`src/pkg/rmsc_consts.svh`:
```
// constants for the rate and mode select control block
`ifndef RMSC_CONSTS_SVH
`define RMSC_CONSTS_SVH

`define RMSC_OFS_CTRL_A      8'h6E   // byte with soft rate A, soft tx off
`define RMSC_OFS_RATE_B      8'h76   // byte with soft rate B
`define RMSC_OFS_HR_MODE     8'h77   // high rate mode control/status byte

`define RMSC_BIT_RX_LOL      0       // rx cdr not locked
`define RMSC_BIT_TX_LOL      1       // tx cdr not locked
`define RMSC_BIT_HR_MODE     2       // high rate mode control
`define RMSC_BIT_RX_CFG      3       // rx configured for high rate
`define RMSC_BIT_TX_CFG      4       // tx configured for high rate
`define RMSC_BIT_LOS         1       // soft loss of signal
`define RMSC_BIT_FAULT       2       // soft transmit fault
`define RMSC_BIT_RATE        3       // soft rate bit (both bytes)
`define RMSC_BIT_TXOFF       6       // soft transmitter disable

`define RMSC_HR_MODE_RESET   1'h0    // mode bit value after power up

`define RMSC_CLK_HZ          25000000
`define RMSC_T_RESET_US      10      // disable hold to clear a fault
`define RMSC_T_RESET_CYC     ((`RMSC_T_RESET_US * `RMSC_CLK_HZ + 999999) / 1000000)
`define RMSC_T_SERIAL_MS     300     // serial bus ready after power on
`define RMSC_T_SERIAL_CYC    ((`RMSC_CLK_HZ / 1000) * `RMSC_T_SERIAL_MS)
`define RMSC_T_MODE_S        2       // high rate mode reconfiguration
`define RMSC_T_MODE_CYC      (`RMSC_CLK_HZ * `RMSC_T_MODE_S)

`endif

```
`src/pkg/rmsc_pkg.sv`:
```
// types shared by the rate and mode select control block
package rmsc_pkg;

    // line rate applied to both directions
    typedef enum logic [2:0] {
        RMSC_RATE_16G = 3'h1,   // nrz, low rate
        RMSC_RATE_32G = 3'h2,   // nrz, high rate
        RMSC_RATE_64G = 3'h4    // pam4
    } rmsc_rate_t;

    // high rate mode reconfiguration sequence
    typedef enum logic [3:0] {
        RMSC_NRZ_RUN = 4'h1,    // nrz rates in force
        RMSC_TO_PAM  = 4'h2,    // configuring into pam4
        RMSC_PAM_RUN = 4'h4,    // pam4 configured
        RMSC_TO_NRZ  = 4'h8     // configuring out of pam4
    } rmsc_state_t;

endpackage : rmsc_pkg

```
`src/core/rmsc_rate_mode_ctrl.sv`:
```
// rate and mode selection, status byte and response timing of the module
//
// Function
// - all rate inputs zero selects 16G nrz
// - any rate input one selects 32G nrz
// - mode bit one forces 64G pam4
// - tx and rx share one rate
// - mode bit resets to zero
// - tx configured bit after high rate setup
// - rx configured bit after high rate setup
// - tx lol bit, also equalizer done in pam4
// - rx lol bit, also equalizer done in pam4
// - pin rate change applied within 4 ms
// - soft rate change applied within 500 ms
// - mode change completes within 2 s
// - disable pin stops laser, release resumes
// - fault output within 1 ms of fault
// - init clears fault within 10 us
// - loss of signal output within 100 us
// - soft disable and status within 100 ms
// - tx lol bit within 100 ms
// - rx lol bit within 40 ms
// - serial bus ready within 300 ms
// - high or open disable pin stops laser
`timescale 1ns/1ps
`include "rmsc_consts.svh"
`default_nettype none
module rmsc_rate_mode_ctrl #(
    parameter int SERIAL_READY_CYC = `RMSC_T_SERIAL_CYC, // bus ready delay
    parameter int MODE_CFG_CYC     = `RMSC_T_MODE_CYC    // pam4 setup time
) (
    input  wire logic            clock,         // 25 MHz block clock
    input  wire logic            rst,           // async reset, active high
    input  wire logic            hw_rate_pin_a, // hardware rate pin a
    input  wire logic            hw_rate_pin_b, // hardware rate pin b
    input  wire logic            txDisablePin,  // high or open: laser off
    input  wire logic            laserFault,    // laser fault detector
    input  wire logic            opticalLost,   // optical input lost
    input  wire logic            txCdrLocked,   // tx cdr lock indication
    input  wire logic            rxCdrLocked,   // rx cdr lock indication
    input  wire logic            txEqAdapted,   // tx equalizer adapted
    input  wire logic            rxEqAdapted,   // rx equalizer adapted
    input  wire logic            regWrEn,       // register write strobe
    input  wire logic            regRdEn,       // register read strobe
    input  wire logic [7:0]      regAddr,       // register byte address
    input  wire logic [7:0]      regWrData,     // register write data
    output logic [7:0]           regRdData,     // read data, one cycle late
    output logic                 busReady,      // serial bus accepts access
    output rmsc_pkg::rmsc_rate_t txRate,        // rate applied to tx
    output rmsc_pkg::rmsc_rate_t rxRate,        // rate applied to rx
    output logic                 laserOn,       // modulated output enabled
    output logic                 txFault,       // transmit fault output
    output logic                 rx_signal_lost // loss of signal output
);
    // software control bits
    logic softRateA;                          // byte 110 bit 3
    logic softRateB;                          // byte 118 bit 3
    logic softTxOff;                          // byte 110 bit 6
    logic modeBit;                            // byte 119 bit 2
    logic next_softRateA, next_softRateB, next_softTxOff, next_modeBit;
    logic [7:0] next_regRdData;

    // status flops
    logic txLol;                              // byte 119 bit 1
    logic rxLol;                              // byte 119 bit 0
    logic txCfg;                              // byte 119 bit 4
    logic rxCfg;                              // byte 119 bit 3
    logic next_txLol, next_rxLol, next_txCfg, next_rxCfg;

    // mode sequence
    rmsc_pkg::rmsc_state_t state, next_state;
    logic prevModeBit;                        // mode bit one cycle ago
    logic modeTimerExp;                       // reconfiguration done pulse

    // power-on, bus ready and fault clearing
    logic bootPend;                           // first cycle after reset
    logic next_busReady;
    logic busTimerExp;                        // bus ready delay elapsed
    logic prevTxDis;                          // disable pin one cycle ago
    logic holdTimerExp;                       // disable held long enough
    logic next_txFault, next_laserOn, next_los;
    rmsc_pkg::rmsc_rate_t next_rate;

    logic wrOk;                               // write accepted this cycle
    assign wrOk = regWrEn && busReady;

    // bus ready delay starts once the reset is released
    rmsc_timer #(.CYCLES(SERIAL_READY_CYC)) u_busTimer (
        .clock   (clock),
        .rst     (rst),
        .start   (bootPend),
        .abort   (1'b0),
        .busy    (),
        .expired (busTimerExp)
    );

    // restart on every mode toggle so only the latest request completes
    rmsc_timer #(.CYCLES(MODE_CFG_CYC)) u_modeTimer (
        .clock   (clock),
        .rst     (rst),
        .start   (modeBit ^ prevModeBit),
        .abort   (1'b0),
        .busy    (),
        .expired (modeTimerExp)
    );

    // a fault only clears if the pin stays high for the whole hold time
    rmsc_timer #(.CYCLES(`RMSC_T_RESET_CYC)) u_holdTimer (
        .clock   (clock),
        .rst     (rst),
        .start   (txDisablePin && !prevTxDis),
        .abort   (!txDisablePin),
        .busy    (),
        .expired (holdTimerExp)
    );

    // register writes and reads; nothing is taken before the bus is ready
    always_comb begin
        next_softRateA = softRateA;
        next_softRateB = softRateB;
        next_softTxOff = softTxOff;
        next_modeBit   = modeBit;
        next_regRdData = regRdData;
        if (wrOk) begin
            case (regAddr)
                `RMSC_OFS_CTRL_A: begin
                    next_softRateA = regWrData[`RMSC_BIT_RATE];
                    next_softTxOff = regWrData[`RMSC_BIT_TXOFF];
                end
                `RMSC_OFS_RATE_B: begin
                    next_softRateB = regWrData[`RMSC_BIT_RATE];
                end
                `RMSC_OFS_HR_MODE: begin
                    next_modeBit = regWrData[`RMSC_BIT_HR_MODE];
                end
                default: begin
                    // unmapped byte: write ignored
                end
            endcase
        end
        if (regRdEn) begin
            next_regRdData = 8'h00;                // unmapped reads zero
            if (busReady) begin
                case (regAddr)
                    `RMSC_OFS_CTRL_A: begin
                        next_regRdData[`RMSC_BIT_TXOFF] = softTxOff;
                        next_regRdData[`RMSC_BIT_RATE]  = softRateA;
                        next_regRdData[`RMSC_BIT_FAULT] = txFault;
                        next_regRdData[`RMSC_BIT_LOS]   = rx_signal_lost;
                    end
                    `RMSC_OFS_RATE_B: begin
                        next_regRdData[`RMSC_BIT_RATE] = softRateB;
                    end
                    `RMSC_OFS_HR_MODE: begin   // upper three bits read zero
                        next_regRdData[`RMSC_BIT_TX_CFG]  = txCfg;
                        next_regRdData[`RMSC_BIT_RX_CFG]  = rxCfg;
                        next_regRdData[`RMSC_BIT_HR_MODE] = modeBit;
                        next_regRdData[`RMSC_BIT_TX_LOL]  = txLol;
                        next_regRdData[`RMSC_BIT_RX_LOL]  = rxLol;
                    end
                    default: begin
                        next_regRdData = 8'h00;
                    end
                endcase
            end
        end
    end

    // register file flops
    always_ff @(posedge clock or posedge rst) begin
        if (rst) begin
            softRateA <= 1'b0;
            softRateB <= 1'b0;
            softTxOff <= 1'b0;
            modeBit   <= `RMSC_HR_MODE_RESET;
            regRdData <= 8'h00;
        end else begin
            softRateA <= next_softRateA;
            softRateB <= next_softRateB;
            softTxOff <= next_softTxOff;
            modeBit   <= next_modeBit;
            regRdData <= next_regRdData;
        end
    end

    // rate follows inputs next cycle, far inside the pin and soft limits;
    // one value feeds both directions so they can never disagree
    always_comb begin
        if (modeBit) begin
            next_rate = rmsc_pkg::RMSC_RATE_64G;
        end else if (softRateA || softRateB
                     || hw_rate_pin_a || hw_rate_pin_b) begin
            next_rate = rmsc_pkg::RMSC_RATE_32G;
        end else begin
            next_rate = rmsc_pkg::RMSC_RATE_16G;
        end
    end

    // rate flops
    always_ff @(posedge clock or posedge rst) begin
        if (rst) begin
            txRate <= rmsc_pkg::RMSC_RATE_16G;
            rxRate <= rmsc_pkg::RMSC_RATE_16G;
        end else begin
            txRate <= next_rate;
            rxRate <= next_rate;
        end
    end

    // high rate configuration sequence and status bits
    always_comb begin
        next_state = state;
        case (state)
            rmsc_pkg::RMSC_NRZ_RUN: begin
                if (modeBit) next_state = rmsc_pkg::RMSC_TO_PAM;
            end
            rmsc_pkg::RMSC_TO_PAM: begin
                if (!modeBit) next_state = rmsc_pkg::RMSC_TO_NRZ;
                else if (modeTimerExp) next_state = rmsc_pkg::RMSC_PAM_RUN;
            end
            rmsc_pkg::RMSC_PAM_RUN: begin
                if (!modeBit) next_state = rmsc_pkg::RMSC_TO_NRZ;
            end
            rmsc_pkg::RMSC_TO_NRZ: begin
                if (modeBit) next_state = rmsc_pkg::RMSC_TO_PAM;
                else if (modeTimerExp) next_state = rmsc_pkg::RMSC_NRZ_RUN;
            end
            default: begin
                next_state = rmsc_pkg::RMSC_NRZ_RUN;    // illegal code
            end
        endcase
        // configured bits only in steady pam4 and drop one cycle after the bit clears
        next_txCfg = (next_state == rmsc_pkg::RMSC_PAM_RUN);
        next_rxCfg = (next_state == rmsc_pkg::RMSC_PAM_RUN);
        // in configured pam4 a locked cdr also needs its equalizer adapted
        next_txLol = !txCdrLocked
                   || (modeBit && txCfg && !txEqAdapted);
        next_rxLol = !rxCdrLocked
                   || (modeBit && rxCfg && !rxEqAdapted);
    end

    // sequence flops
    always_ff @(posedge clock or posedge rst) begin
        if (rst) begin
            state       <= rmsc_pkg::RMSC_NRZ_RUN;
            prevModeBit <= `RMSC_HR_MODE_RESET;
            txCfg       <= 1'b0;
            rxCfg       <= 1'b0;
            txLol       <= 1'b1;
            rxLol       <= 1'b1;
        end else begin
            state       <= next_state;
            prevModeBit <= modeBit;
            txCfg       <= next_txCfg;
            rxCfg       <= next_rxCfg;
            txLol       <= next_txLol;
            rxLol       <= next_rxLol;
        end
    end

    // transmitter, fault and loss of signal; a new fault beats the clear
    always_comb begin
        next_busReady = busReady || busTimerExp;
        next_txFault  = laserFault
                      || (txFault && !holdTimerExp);
        next_laserOn  = !txDisablePin && !softTxOff
                      && !next_txFault;
        next_los      = opticalLost;
    end

    // output flops
    always_ff @(posedge clock or posedge rst) begin
        if (rst) begin
            bootPend       <= 1'b1;
            busReady       <= 1'b0;
            prevTxDis      <= 1'b1;
            txFault        <= 1'b0;
            laserOn        <= 1'b0;
            rx_signal_lost <= 1'b0;
        end else begin
            bootPend       <= 1'b0;
            busReady       <= next_busReady;
            prevTxDis      <= txDisablePin;
            txFault        <= next_txFault;
            laserOn        <= next_laserOn;
            rx_signal_lost <= next_los;
        end
    end
endmodule : rmsc_rate_mode_ctrl
`default_nettype wire

```
`src/core/rmsc_timer.sv`:
```
// one-shot cycle timer with restart and abort
`timescale 1ns/1ps
`default_nettype none
module rmsc_timer #(
    parameter int CYCLES = 250                // cycles from start to expiry
) (
    input  wire logic clock,                  // block clock
    input  wire logic rst,                    // async reset, active high
    input  wire logic start,                  // restart the count
    input  wire logic abort,                  // stop without expiry
    output logic      busy,                   // counting
    output logic      expired                 // one-cycle expiry pulse
);
    localparam int W = $clog2(CYCLES + 1);

    logic [W-1:0] cnt;                         // elapsed cycles
    logic [W-1:0] next_cnt;
    logic         next_busy;
    logic         next_expired;

    // restart wins over abort so a fresh start is never lost
    always_comb begin
        next_cnt     = cnt;
        next_busy    = busy;
        next_expired = 1'b0;
        if (start) begin
            next_cnt  = '0;
            next_busy = 1'b1;
        end else if (abort) begin
            next_busy = 1'b0;
        end else if (busy) begin
            if (cnt == W'(CYCLES - 1)) begin
                next_busy    = 1'b0;
                next_expired = 1'b1;
            end else begin
                next_cnt = cnt + W'(1);
            end
        end
    end

    // register the count
    always_ff @(posedge clock or posedge rst) begin
        if (rst) begin
            cnt     <= '0;
            busy    <= 1'b0;
            expired <= 1'b0;
        end else begin
            cnt     <= next_cnt;
            busy    <= next_busy;
            expired <= next_expired;
        end
    end
endmodule : rmsc_timer
`default_nettype wire

```
`config.mk`:
```
export PLATFORM = sky130hd
export DESIGN_NAME = rmsc_rate_mode_ctrl
export DESIGN_NICKNAME = d
export VERILOG_FILES = /design/src/pkg/rmsc_pkg.sv /design/src/core/rmsc_rate_mode_ctrl.sv /design/src/core/rmsc_timer.sv
export VERILOG_INCLUDE_DIRS = /design/src /design/src/pkg
export SDC_FILE = /design/constraint.sdc
export NUM_CORES = 1
export LEC_CHECK = 0
export BUFFER_PORTS_ARGS = -buffer_cell sky130_fd_sc_hd__buf_4
export CAP_MARGIN = 40
export CELL_PAD_IN_SITES_DETAIL_PLACEMENT = 0
export CELL_PAD_IN_SITES_GLOBAL_PLACEMENT = 1
export CORE_MARGIN = 2
export CORE_UTILIZATION = 35
export DETAILED_ROUTE_END_ITERATION = 12
export PLACE_DENSITY_LB_ADDON = 0.25
export SETUP_SLACK_MARGIN = 0.5
export SKIP_CTS_REPAIR_TIMING = 1
export SYNTH_ARGS = -nofsm -noshare
export SYNTH_HDL_FRONTEND = slang
export SYNTH_SLANG_ARGS = --single-unit
```
`constraint.sdc`:
```
create_clock -name clock -period 8.5 [get_ports clock]
set_clock_uncertainty 0.1 [all_clocks]
set_input_delay 2.55 -clock clock [delete_from_list [all_inputs] [get_ports clock]]
set_output_delay 2.55 -clock clock [all_outputs]
set_load 0.05 [all_outputs]
```
==> implementation parameters, run 1 <==
Parameter                              Value

Outcome
  Result of the run    finished clean

Floorplanning
  Area of the placeable core    12200 um2
  Initial cell density of the core    0.362
  Die outline area    13500 um2
  Number of rows created at floorplan    40
  Height of the die    116 um
  Die X-Extent    116 um
  IO Pins    47

Worst hold path
  Hold path depth    1
  HP Class    reg -> reg

Clocking
  Clock sink count    89
  Inserted Clock Buffers    9
  Clock root buffer master    sky130_fd_sc_hd__clkbuf_16
  Clock insertion delay at the later pin of the skew report    0.33 ns
  H-tree depth reported by CTS    3
  TritonCTS clock tree    built
  Maximum buffer depth of the clock tree    2
  Clock-pin slew on the worst setup and hold paths    0.06 ns

Detailed routing
  DR WL met2    roughly 4 mm
  DR WL met3    256 um
  Top metal layer carrying routed signals    met4
  Vias per Instance    5.02
  Violation count after the first detailed-route iteration    192
  DR pass1 iterations    5
  Antenna violation net count after detailed routing    0
  Via count    3248
  Mean routed wirelength per cell    13.8 um
  Drt drc    0
  Met1 Wirelength    4.54 mm
  Wirelength, routed    just under 9 mm

Power and ir drop
  Leakage power    approximately 0.0022 uW
  Power density over cell area    174 nW/um2
  Largest vdd supply drop    0.0000994 V

Critical path
  Worst r2r path cells    7
  Buf+Inv Stages, Crit Path    1
  Crit path required time    about 5.9 ns
  Sort of element at the end of the critical path    primary output
  CP max FO    2
  Type of the worst setup path    reg -> out
  Ordered list of cells on the worst path    buf_4
  Count of cell instances traversed by the critical path    1
  Crit-path slowest cell    sky130_fd_sc_hd__dfstp_2
  Data arrival at the endpoint of the critical path    1.05 ns
  Top delay family on crit path    flip-flops
  Critical Path Start Type    flop
  Crit-path max cell delay    around 0.53 ns

Timing
  Tightest slew margin relative to the limit    0.479
  Final slew viol count    0
  Min Clock Period, post-route    about 3.7 ns
  Fmax    270 MHz
  Unrepaired setup endpoints after global routing    false
  Total setup violations reported at the end of the flow    0
  Aggregate negative setup slack    0 ns
  Final hold violation count    0
  Pin slew with the least headroom to its limit    0.781 ns
  Post-route clock period utilization    0.435
  Post-route worst setup slack    4.80 ns
  Smallest hold slack    0.327 ns

Yosys
  Commonest cells post-synth    sky130_fd_sc_hd__dfrtp_1, sky130_fd_sc_hd__nor2_1, sky130_fd_sc_hd__nand2_1, sky130_fd_sc_hd__xor2_1, sky130_fd_sc_hd__a21oi_1
  Summed instance area of the synthesized netlist    between 4000 and 5000 um2
  Post-synth EDFFs    0
  Register bit count reported by yosys    89
  Total of warnings raised by yosys    0
  Gate Count Post-Synth    444
  Register area share after synthesis    0.508
  Most common cell in the synthesized netlist    sky130_fd_sc_hd__dfrtp_1
  Top cell type by total area after synthesis    sky130_fd_sc_hd__dfrtp_1
  Most common flop cell mapped by yosys    sky130_fd_sc_hd__dfrtp_1
  Leading cell types by total area after synthesis    sky130_fd_sc_hd__dfrtp_1, sky130_fd_sc_hd__xor2_1, sky130_fd_sc_hd__nor2_1, sky130_fd_sc_hd__dfstp_2, sky130_fd_sc_hd__nand2_1
  Cell variety after synth    53
  Async SR Flop Fraction    1.00
  Syn Area/Cell    9.92 um2
  Yosys top cell area share    0.472

Cells and area
  Layout cells sized above 1    0.165
  Total inserted antenna cells    0
  Number of nets in the layout    507
  Area growth, synth to finish    16.7%
  Layout Cells excl Fill    between 600 and 700
  Utilization after layout    0.423

GRT
  Gr usage total    0.144
  Global-route wire length before repair    15.5 mm
  Number of antenna violations at the first check in global routing    0
  Vias in the first global route    3140
  Maximum number of pins on one net before global-route repair    63
  Overflow left after global routing    0

Place
  GP Congestion    between 0.7 and 0.8
  Number of input and output port buffers inserted    39
  Worst Setup Slack post-DPL    4.58 ns
  Total half-perimeter wirelength after legalization and detailed placement    6.16 mm
  Cell Count Post-Placement    631

Run
  Number of max-cap violations    0
-- report_power, final --
part           internal, uW  switching [uW]
combinational          13.4            22.2
clock                   265             157
sequential              429            5.23
-- area by class of cell --
| type | instances | area (um2) |
|---|---|---|
| Clock buffer | 11 | 243 |
| Fill cell | 1208 | 7020 |
| Tap cell | 168 | 210 |
| Timing Repair Buffer | 42 | 319 |
| Inverter | 14 | 53.8 |
| Sequential cell | 89 | 2230 |
| Multi-Input combinational cell | 318 | 2000 |
| Clock inverter | 5 | 78.8 |
-- layer usage --
layer	vias to the layer above	GRT usage
met5	-	0
met4	0	0.0262
met3	2	0.0457
met2	43	0.212
li1	1639	-
met1	1564	0.212
-- registers in the layout, summed over array words and instances (netlist names), 2 cells and up --
register and count:
state 4, u_busTimer.cnt 23, rxRate 2, u_holdTimer.cnt 8
regRdData 6, u_modeTimer.cnt 26
-- per-stage QoR --
step / power [uW] / instance area, um2
after CTS: 909 / 5140
after global routing: 933 / 5140
final: 892 / 5140
after global placement: 478 / 4810
after detailed placement: 479 / 4820
after floorplan: 463 / 4410
-- path summary, 6_finish.rpt --
check | slack (ns) | endpoint | startpoint
worst min register to register | 0.33 | busReady | u_busTimer.expired
min in group asynchronous | 2.12 | u_holdTimer.busy | rst
worst max register to register | 6.21 | u_modeTimer.cnt[23] | u_modeTimer.cnt[0]
worst max-delay path | 4.80 | rxRate[0] | rxRate[0]
worst min-delay path | 0.33 | busReady | u_busTimer.expired
max in group asynchronous | 5.04 | u_modeTimer.cnt[10] | rst
-- logic make-up (layout without fill, tap and decap cells) --
family                     Yosys count  count (layout)  synth area share
AOI/OAI and AO/OA                   67              67            0.0958
xor gates and xnor gates            33              33            0.0656
adders and majority gates            4               4            0.0114
buffers and inverters               39              72            0.0415
DFF                                 89              89             0.508
muxes                                9               9            0.0216
other                                1               3          0.000852
and+or+nand+nor                    202             202             0.256
-- cells in the final DEF, fill, tap and decap left out, types with 10 or more instances in the layout --
master and instances:
sky130_fd_sc_hd__dfrtp_1 83, sky130_fd_sc_hd__a21oi_1 21, sky130_fd_sc_hd__nand3_1 15, sky130_fd_sc_hd__nor3_1 10, sky130_fd_sc_hd__xor2_1 21, sky130_fd_sc_hd__buf_4 41, sky130_fd_sc_hd__o21ai_0 19, sky130_fd_sc_hd__nand2_1 33
sky130_fd_sc_hd__and3_1 13, sky130_fd_sc_hd__inv_1 13, sky130_fd_sc_hd__nand4_1 19, sky130_fd_sc_hd__xnor2_1 11, sky130_fd_sc_hd__nor2_1 47
Power figures use the tool's default switching activity.
==> inputs of run 2 (changes only) <==
==> constraint.sdc (replaced) <==
create_clock -name clock -period 3 [get_ports clock]
set_clock_uncertainty 0.1 [all_clocks]
set_input_delay 0.9 -clock clock [delete_from_list [all_inputs] [get_ports clock]]
set_output_delay 0.9 -clock clock [all_outputs]
set_load 0.05 [all_outputs]
==> run 2 against run 1 <==
Effect of this change: worst setup slack got worse by 4.0 ns; global-route usage is 0.28 points higher; critical path depth is 6 higher; cell area increased by 0.24%; sequential power rose to 2.8 times the previous value; wire length grew 2.4%; count of clock-buffer cells in the layout up 1; via count rose by 1.8%; clock power rose to 2.7 times the previous value; critical path type is now reg -> reg.
==> implementation parameters, run 2 (synthesis gave the netlist of run 1 again) <==
Parameter                              Value

Place
  GP Congestion    0.754 (+1.6%)
  Total half-perimeter wirelength after legalization and detailed placement    6.31 mm (+2.5%)
  Area of placed instances    4850 um2 (+0.70%)
  Number of input and output port buffers inserted    39 (unchanged)
  Cell Count Post-Placement    634 (+0.48%)

Cells and area
  Total inserted antenna cells    0 (unchanged)
  Layout cells sized above 1    0.170 (+0.00555)
  Utilization after layout    0.424 (+0.00103)
  Largest registers ranked by flip-flop count    u_modeTimer.cnt x26, u_busTimer.cnt x23, u_holdTimer.cnt x8
  Layout Cells excl Fill    649 (+0.31%)
  Area growth, synth to finish    17.0%
  Register containing the most flip-flops in the final layout    u_modeTimer.cnt
  Number of nets in the layout    510 (+0.59%)
  Most common library cell in the layout ignoring fill and taps    sky130_fd_sc_hd__dfrtp_1
  Commonest non-fill, non-tap cells in the layout    sky130_fd_sc_hd__dfrtp_1, sky130_fd_sc_hd__nor2_1, sky130_fd_sc_hd__buf_4
  Fin area    5150 um2 (+0.24%)
  Flip-flop count of the largest register, all copies and words added    26 (unchanged)

GRT
  Global routing met2 resource utilization    0.233 (+0.0207)
  Gr usage total    0.147 (+0.00278)
  Maximum number of pins on one net before global-route repair    38 (-40%)
  Busiest metal layer after global routing    met2
  Overflow left after global routing    0 (unchanged)
  Global-route wire length before repair    15.8 mm (+2.0%)
  Number of antenna violations at the first check in global routing    0 (unchanged)
  Global routing usage on met1    0.201 (-0.0107)
  Global routing usage on met3    0.0343 (-0.0114)
  Vias in the first global route    3330 (+6.1%)

Critical path
  Ordered list of cells on the worst path    ha_1 -> and2_1 -> nand4_2 -> o21ai_2 -> buf_4 -> or4_1 -> a21oi_1
  Crit-path slowest cell    sky130_fd_sc_hd__or4_1
  Worst r2r path cells    7 (unchanged)
  Reg2Reg Capture Point    u_modeTimer.cnt[23]
  CP max FO    12 (+10)
  Type of the worst setup path    reg -> reg
  Start of the worst register-to-register path    u_modeTimer.cnt[0]
  Setup slack of the most critical reg-to-reg path    0.81 ns (-5.40 ns)
  Crit path required time    3.17 ns (-2.68 ns)
  Launching instance or port of the critical path    u_modeTimer.cnt[0]
  Crit-path max cell delay    0.47 ns (-0.06 ns)
  Data arrival at the endpoint of the critical path    2.36 ns (+1.31 ns)
  Sort of element at the end of the critical path    flop
  Critical Path Start Type    flop

Floorplanning
  Area of the placeable core    12200 um2 (unchanged)
  Die X-Extent    116 um (unchanged)
  Initial cell density of the core    0.362 (unchanged)
  Number of rows created at floorplan    40 (unchanged)
  IO Pins    47 (unchanged)
  Height of the die    116 um (unchanged)
  Die outline area    13500 um2 (unchanged)

Detailed routing
  Violation count after the first detailed-route iteration    162 (-16%)
  Drt drc    0 (unchanged)
  DR pass1 iterations    4 (-1)
  Mean routed wirelength per cell    14.1 um (+2.1%)
  Via count    3305 (+1.8%)
  Vias per Instance    5.09 (+1.4%)
  Antenna violation net count after detailed routing    0 (unchanged)
  Wirelength, routed    9.15 mm (+2.4%)

Clocking
  H-tree depth reported by CTS    3 (unchanged)
  Clock sink count    89 (unchanged)
  Clock insertion delay at the later pin of the skew report    0.34 ns (about the same)
  Inserted Clock Buffers    9 (unchanged)
  Clock-pin slew on the worst setup and hold paths    0.06 ns (about the same)
  TritonCTS clock tree    built
  Clock root buffer master    sky130_fd_sc_hd__clkbuf_16
  Maximum buffer depth of the clock tree    2 (unchanged)

Timing
  Min Clock Period, post-route    2.19 ns
  Final slew viol count    0 (unchanged)
  Unrepaired setup endpoints after global routing    false
  Pin slew with the least headroom to its limit    0.669 ns (-0.113 ns)
  Total setup violations reported at the end of the flow    0 (unchanged)
  Smallest hold slack    0.334 ns (+0.00672 ns)
  Post-route clock period utilization    0.731
  Final hold violation count    0 (unchanged)
  Tightest slew margin relative to the limit    0.553 (+0.0741)
  Fmax    456 MHz
  Aggregate negative setup slack    0 ns (unchanged)

Power and ir drop
  Largest vdd supply drop    0.000334 V (+240%)
  Gate power share    0.043 (+0.003)
  Design internal power    1940 uW (+170%)
  Leakage power    0.00223 uW (+0.15%)
  Power density over cell area    480 nW/um2 (+180%)
  Sequential cell fraction of total power    0.498 (+0.011)
  Portion of total power attributed to the clock network    0.459 (-0.014)
  Net Sw Frac    0.214 (+0.00730)
  Power dissipated by switching net loads    530 uW (+190%)

Outcome
  Result of the run    finished clean

Run
  Number of max-cap violations    0 (unchanged)

Worst hold path
  Hold path depth    1 (unchanged)
  HP Class    reg -> reg
  Terminating pin of the worst hold path    busReady
  Hold path startpoint    u_busTimer.expired
-- run 2: power by group through the flow --
| stage | Sequential [uW] | Combinational, uW | Clock, uW |
|---|---|---|---|
| 2_1_floorplan | 1250 | 59.5 | 0 |
| 3_3_place_gp | 1250 | 107 | 0 |
| 3_5_place_dp | 1250 | 109 | 0 |
| 4_1_cts | 1230 | 110 | 1170 |
| 5_1_grt | 1230 | 120 | 1210 |
| 6_report | 1230 | 106 | 1130 |
-- run 2: per-layer routing --
metal	part of all wire	wire [um]	vias to the layer above
li1	-	-	1643
met1	0.49	4520	1609
met2	0.46	4230	45
met3	0.032	291	8
met4	0.011	99	0
met5	0	0	-
-- run 2: final cells by class --
class,count,area [um2]
Clock inverter,3,40.0
Clock buffer,12,256
Timing Repair Buffer,45,350
Tap cell,168,210
Sequential cell,89,2230
Multi-Input combinational cell,318,2000
Inverter,14,56.3
Fill cell,1215,7010
-- run 2: worst max-delay path by stage --
| stage | end | slack [ns] |
|---|---|---|
| 3_3_place_gp | u_modeTimer.cnt[1] | 0.72 |
| 3_5_place_dp | u_modeTimer.cnt[23] | 0.69 |
| 5_1_grt | u_modeTimer.cnt[1] | 0.64 |
| 6_report | u_modeTimer.cnt[23] | 0.81 |
| 2_1_floorplan | softRateA | 0.96 |
| 4_1_cts | u_modeTimer.cnt[23] | 0.66 |
-- run 2: per-stage QoR --
stage	total power, uW	worst slack [ns]
3_5_place_dp	1360	0.688
6_report	2470	0.807
2_1_floorplan	1310	0.960
3_3_place_gp	1360	0.717
4_1_cts	2510	0.663
5_1_grt	2570	0.642
-- run 2: critical path, delay by kind of cell, from the launching register on --
family	cells	cell delay [ns]
adder cells (fa/ha/maj)	1	0.23
AND/OR/NAND/NOR	3	0.88
buffers and inverters	1	0.22
AO/OA/AOI/OAI	2	0.29
flip-flops	1	0.40
==> inputs of run 3 (changes only) <==
==> constraint.sdc (replaced) <==
create_clock -name clock -period 2.2 [get_ports clock]
set_clock_uncertainty 0.1 [all_clocks]
set_input_delay 0.66 -clock clock [delete_from_list [all_inputs] [get_ports clock]]
set_output_delay 0.66 -clock clock [all_outputs]
set_load 0.05 [all_outputs]
==> run 3 against run 2 <==
Effect of this change: final cell count increased by 7.4%; clock power increased by 39%; sequential share of layout area decreased by 4.7 points; count of clock-buffer cells in the layout shrank 2; flip-flop and latch count unchanged; utilization rose by 5.5 points; combinational power rose by 59%; fmax grew 16%; via count up 7.5%.
==> implementation parameters, run 3 (synthesis gave the netlist of run 1 again) <==
Parameter                              Value

Outcome
  Result of the run    finished clean

Cells and area
  Fill cells    1152 (-5.2%)
  Number of nets in the layout    557 (+9.2%)
  Layout cells sized above 1    0.333 (+0.162)
  Area growth, synth to finish    32.3%
  Commonest non-fill, non-tap cells in the layout    sky130_fd_sc_hd__buf_4, sky130_fd_sc_hd__dfrtp_1, sky130_fd_sc_hd__nor2_1
  Largest registers ranked by flip-flop count    u_modeTimer.cnt x26, u_busTimer.cnt x23, u_holdTimer.cnt x8
  Register containing the most flip-flops in the final layout    u_modeTimer.cnt
  Most common library cell in the layout ignoring fill and taps    sky130_fd_sc_hd__buf_4
  Flip-flop count of the largest register, all copies and words added    26 (unchanged)
  Total inserted antenna cells    0 (unchanged)
  Utilization after layout    0.479 (+0.0553)

Clocking
  Clock sink count    89 (unchanged)
  TritonCTS clock tree    built
  Clock root buffer master    sky130_fd_sc_hd__clkbuf_16
  Maximum buffer depth of the clock tree    2 (unchanged)
  Clock-pin slew on the worst setup and hold paths    0.07 ns (about the same)
  Inserted Clock Buffers    9 (unchanged)
  H-tree depth reported by CTS    3 (unchanged)
  Clock insertion delay at the later pin of the skew report    0.34 ns (about the same)

Critical path
  Sort of element at the end of the critical path    flop
  Critical Path Start Type    flop
  Start of the worst register-to-register path    u_modeTimer.cnt[9]
  Launching instance or port of the critical path    u_modeTimer.cnt[9]
  Worst r2r path cells    6 (-1)
  Top delay family on crit path    simple AND/OR/NAND/NOR gates
  Data arrival at the endpoint of the critical path    2.05 ns (-0.31 ns)
  Crit-path max cell delay    0.45 ns (-0.02 ns)
  Reg2Reg Capture Point    u_modeTimer.cnt[9]
  Count of cell instances traversed by the critical path    6 (-1)
  Buf+Inv Stages, Crit Path    1 (unchanged)
  CP max FO    5 (-7)
  Type of the worst setup path    reg -> reg
  Worst setup path endpoint    u_modeTimer.cnt[9]
  Crit path required time    2.36 ns (-0.81 ns)
  Ordered list of cells on the worst path    nor4b_2 -> nand4_1 -> buf_6 -> o211ai_4 -> o31ai_1 -> a21oi_2
  Setup slack of the most critical reg-to-reg path    0.31 ns (-0.50 ns)
  Crit-path slowest cell    sky130_fd_sc_hd__dfrtp_2

Timing
  Min Clock Period, post-route    1.89 ns (-0.302 ns)
  Unrepaired setup endpoints after global routing    true
  Fmax    529 MHz (+16%)
  Total setup violations reported at the end of the flow    0 (unchanged)
  Final hold violation count    0 (unchanged)
  Aggregate negative setup slack    0 ns (unchanged)
  Post-route clock period utilization    0.860 (+0.129)
  Final slew viol count    0 (unchanged)

GRT
  Global routing usage on met1    0.205 (+0.00331)
  Global routing met2 resource utilization    0.222 (-0.0113)
  Vias in the first global route    3280 (-1.5%)
  Gr usage total    0.147 (-0.000303)
  Number of antenna violations at the first check in global routing    0 (unchanged)
  Busiest metal layer after global routing    met2
  Overflow left after global routing    0 (unchanged)
  Maximum number of pins on one net before global-route repair    43 (+13%)
  Global routing usage on met3    0.0348 (+0.000519)
  Global-route wire length before repair    15.7 mm (-0.22%)

Worst hold path
  HP Class    in -> async

Floorplanning
  Area of the placeable core    12200 um2 (unchanged)
  Die X-Extent    116 um (unchanged)
  Height of the die    116 um (unchanged)
  Number of rows created at floorplan    40 (unchanged)
  IO Pins    47 (unchanged)
  Die outline area    13500 um2 (unchanged)
  Initial cell density of the core    0.362 (unchanged)

Detailed routing
  Wirelength, routed    10.2 mm (+11%)
  Antenna violation net count after detailed routing    0 (unchanged)
  Drt drc    0 (unchanged)
  Mean routed wirelength per cell    14.6 um (+3.4%)
  DR pass1 iterations    4 (unchanged)
  Vias per Instance    5.10 (about the same)
  Via count    3552 (+7.5%)
  Violation count after the first detailed-route iteration    215 (+33%)

Place
  Number of input and output port buffers inserted    39 (unchanged)
  Total half-perimeter wirelength after legalization and detailed placement    6.47 mm (+2.4%)
  GP Congestion    0.764 (+1.3%)

Run
  Number of max-cap violations    0 (unchanged)

Power and ir drop
  Power density over cell area    587 nW/um2 (+23%)
  Largest vdd supply drop    0.000371 V (+11%)
  Leakage power    0.00255 uW (+14%)
## run 3: cell count changes in the layout (fill, tap and decap cells not counted), moves of 3 or more
| cell | before | now |
|---|---|---|
| sky130_fd_sc_hd__dfrtp_2 | 0 | 13 |
| sky130_fd_sc_hd__nor3_2 | 1 | 4 |
| sky130_fd_sc_hd__a21oi_2 | 0 | 6 |
| sky130_fd_sc_hd__buf_4 | 44 | 71 |
| sky130_fd_sc_hd__dfrtp_1 | 83 | 70 |
| sky130_fd_sc_hd__nor3_1 | 10 | 5 |
| sky130_fd_sc_hd__buf_6 | 0 | 15 |
| sky130_fd_sc_hd__and4_1 | 6 | 3 |
| sky130_fd_sc_hd__a21oi_1 | 21 | 15 |
| sky130_fd_sc_hd__and4_4 | 0 | 3 |
## run 3: area by class of cell
cell class | instances | area (um2) | area share
Clock inverter | 6 | 67.6 | 0.0116
Multi-Input combinational cell | 320 | 2230 | 0.383
Tap cell | 168 | 210 | 0.0361
Sequential cell | 89 | 2250 | 0.386
Timing Repair Buffer | 90 | 772 | 0.133
Clock buffer | 10 | 239 | 0.0410
Inverter | 14 | 56.3 | 0.00966
## run 3: per-stage QoR
stage / hold WS (ns) / worst slack (ns) / power, uW / cell area, um2 / instances
floorplan: 0.252 / 0.332 / 1790 / 4480 / 446
global placement: 0.316 / 0.219 / 1860 / 4980 / 644
detailed placement: 0.317 / 0.199 / 1860 / 4980 / 644
CTS: 0.239 / 0.181 / 3440 / 5280 / 660
global route: 0.261 / 0.249 / 3550 / 5830 / 697
finish: 0.233 / 0.308 / 3420 / 5830 / 697
## run 3: layer usage
metal	routed length, um	share of wire
met5	0	0
met4	185	0.018
met3	276	0.027
met2	4870	0.48
met1	4830	0.48
## run 3: worst register-to-register path, delay by kind of cell (launching register included)
kind | cells | cell delay [ns]
compound gates | 3 | 0.52
buf+inv | 1 | 0.20
flops | 1 | 0.45
simple gates | 2 | 0.54
## run 3: worst min path at each step
stage,startpoint,to,slack [ns],cells past startpoint
CTS,rst,u_holdTimer.cnt[0],0.24,2
global route,rst,u_busTimer.cnt[4],0.26,2
finish,rst,u_busTimer.cnt[4],0.23,2
floorplan,modeBit,prevModeBit,0.25,0
detailed placement,u_busTimer.expired,busReady,0.32,1
global placement,u_busTimer.expired,busReady,0.32,1
## run 3: where the power goes
group	switching (uW)	leakage (uW)	total (uW)	internal, uW
clock network	658	0.000145	1570	913
logic	94.2	0.00123	169	75.1
registers	24.0	0.00118	1680	1660
total	776	0.00255	3420	2650
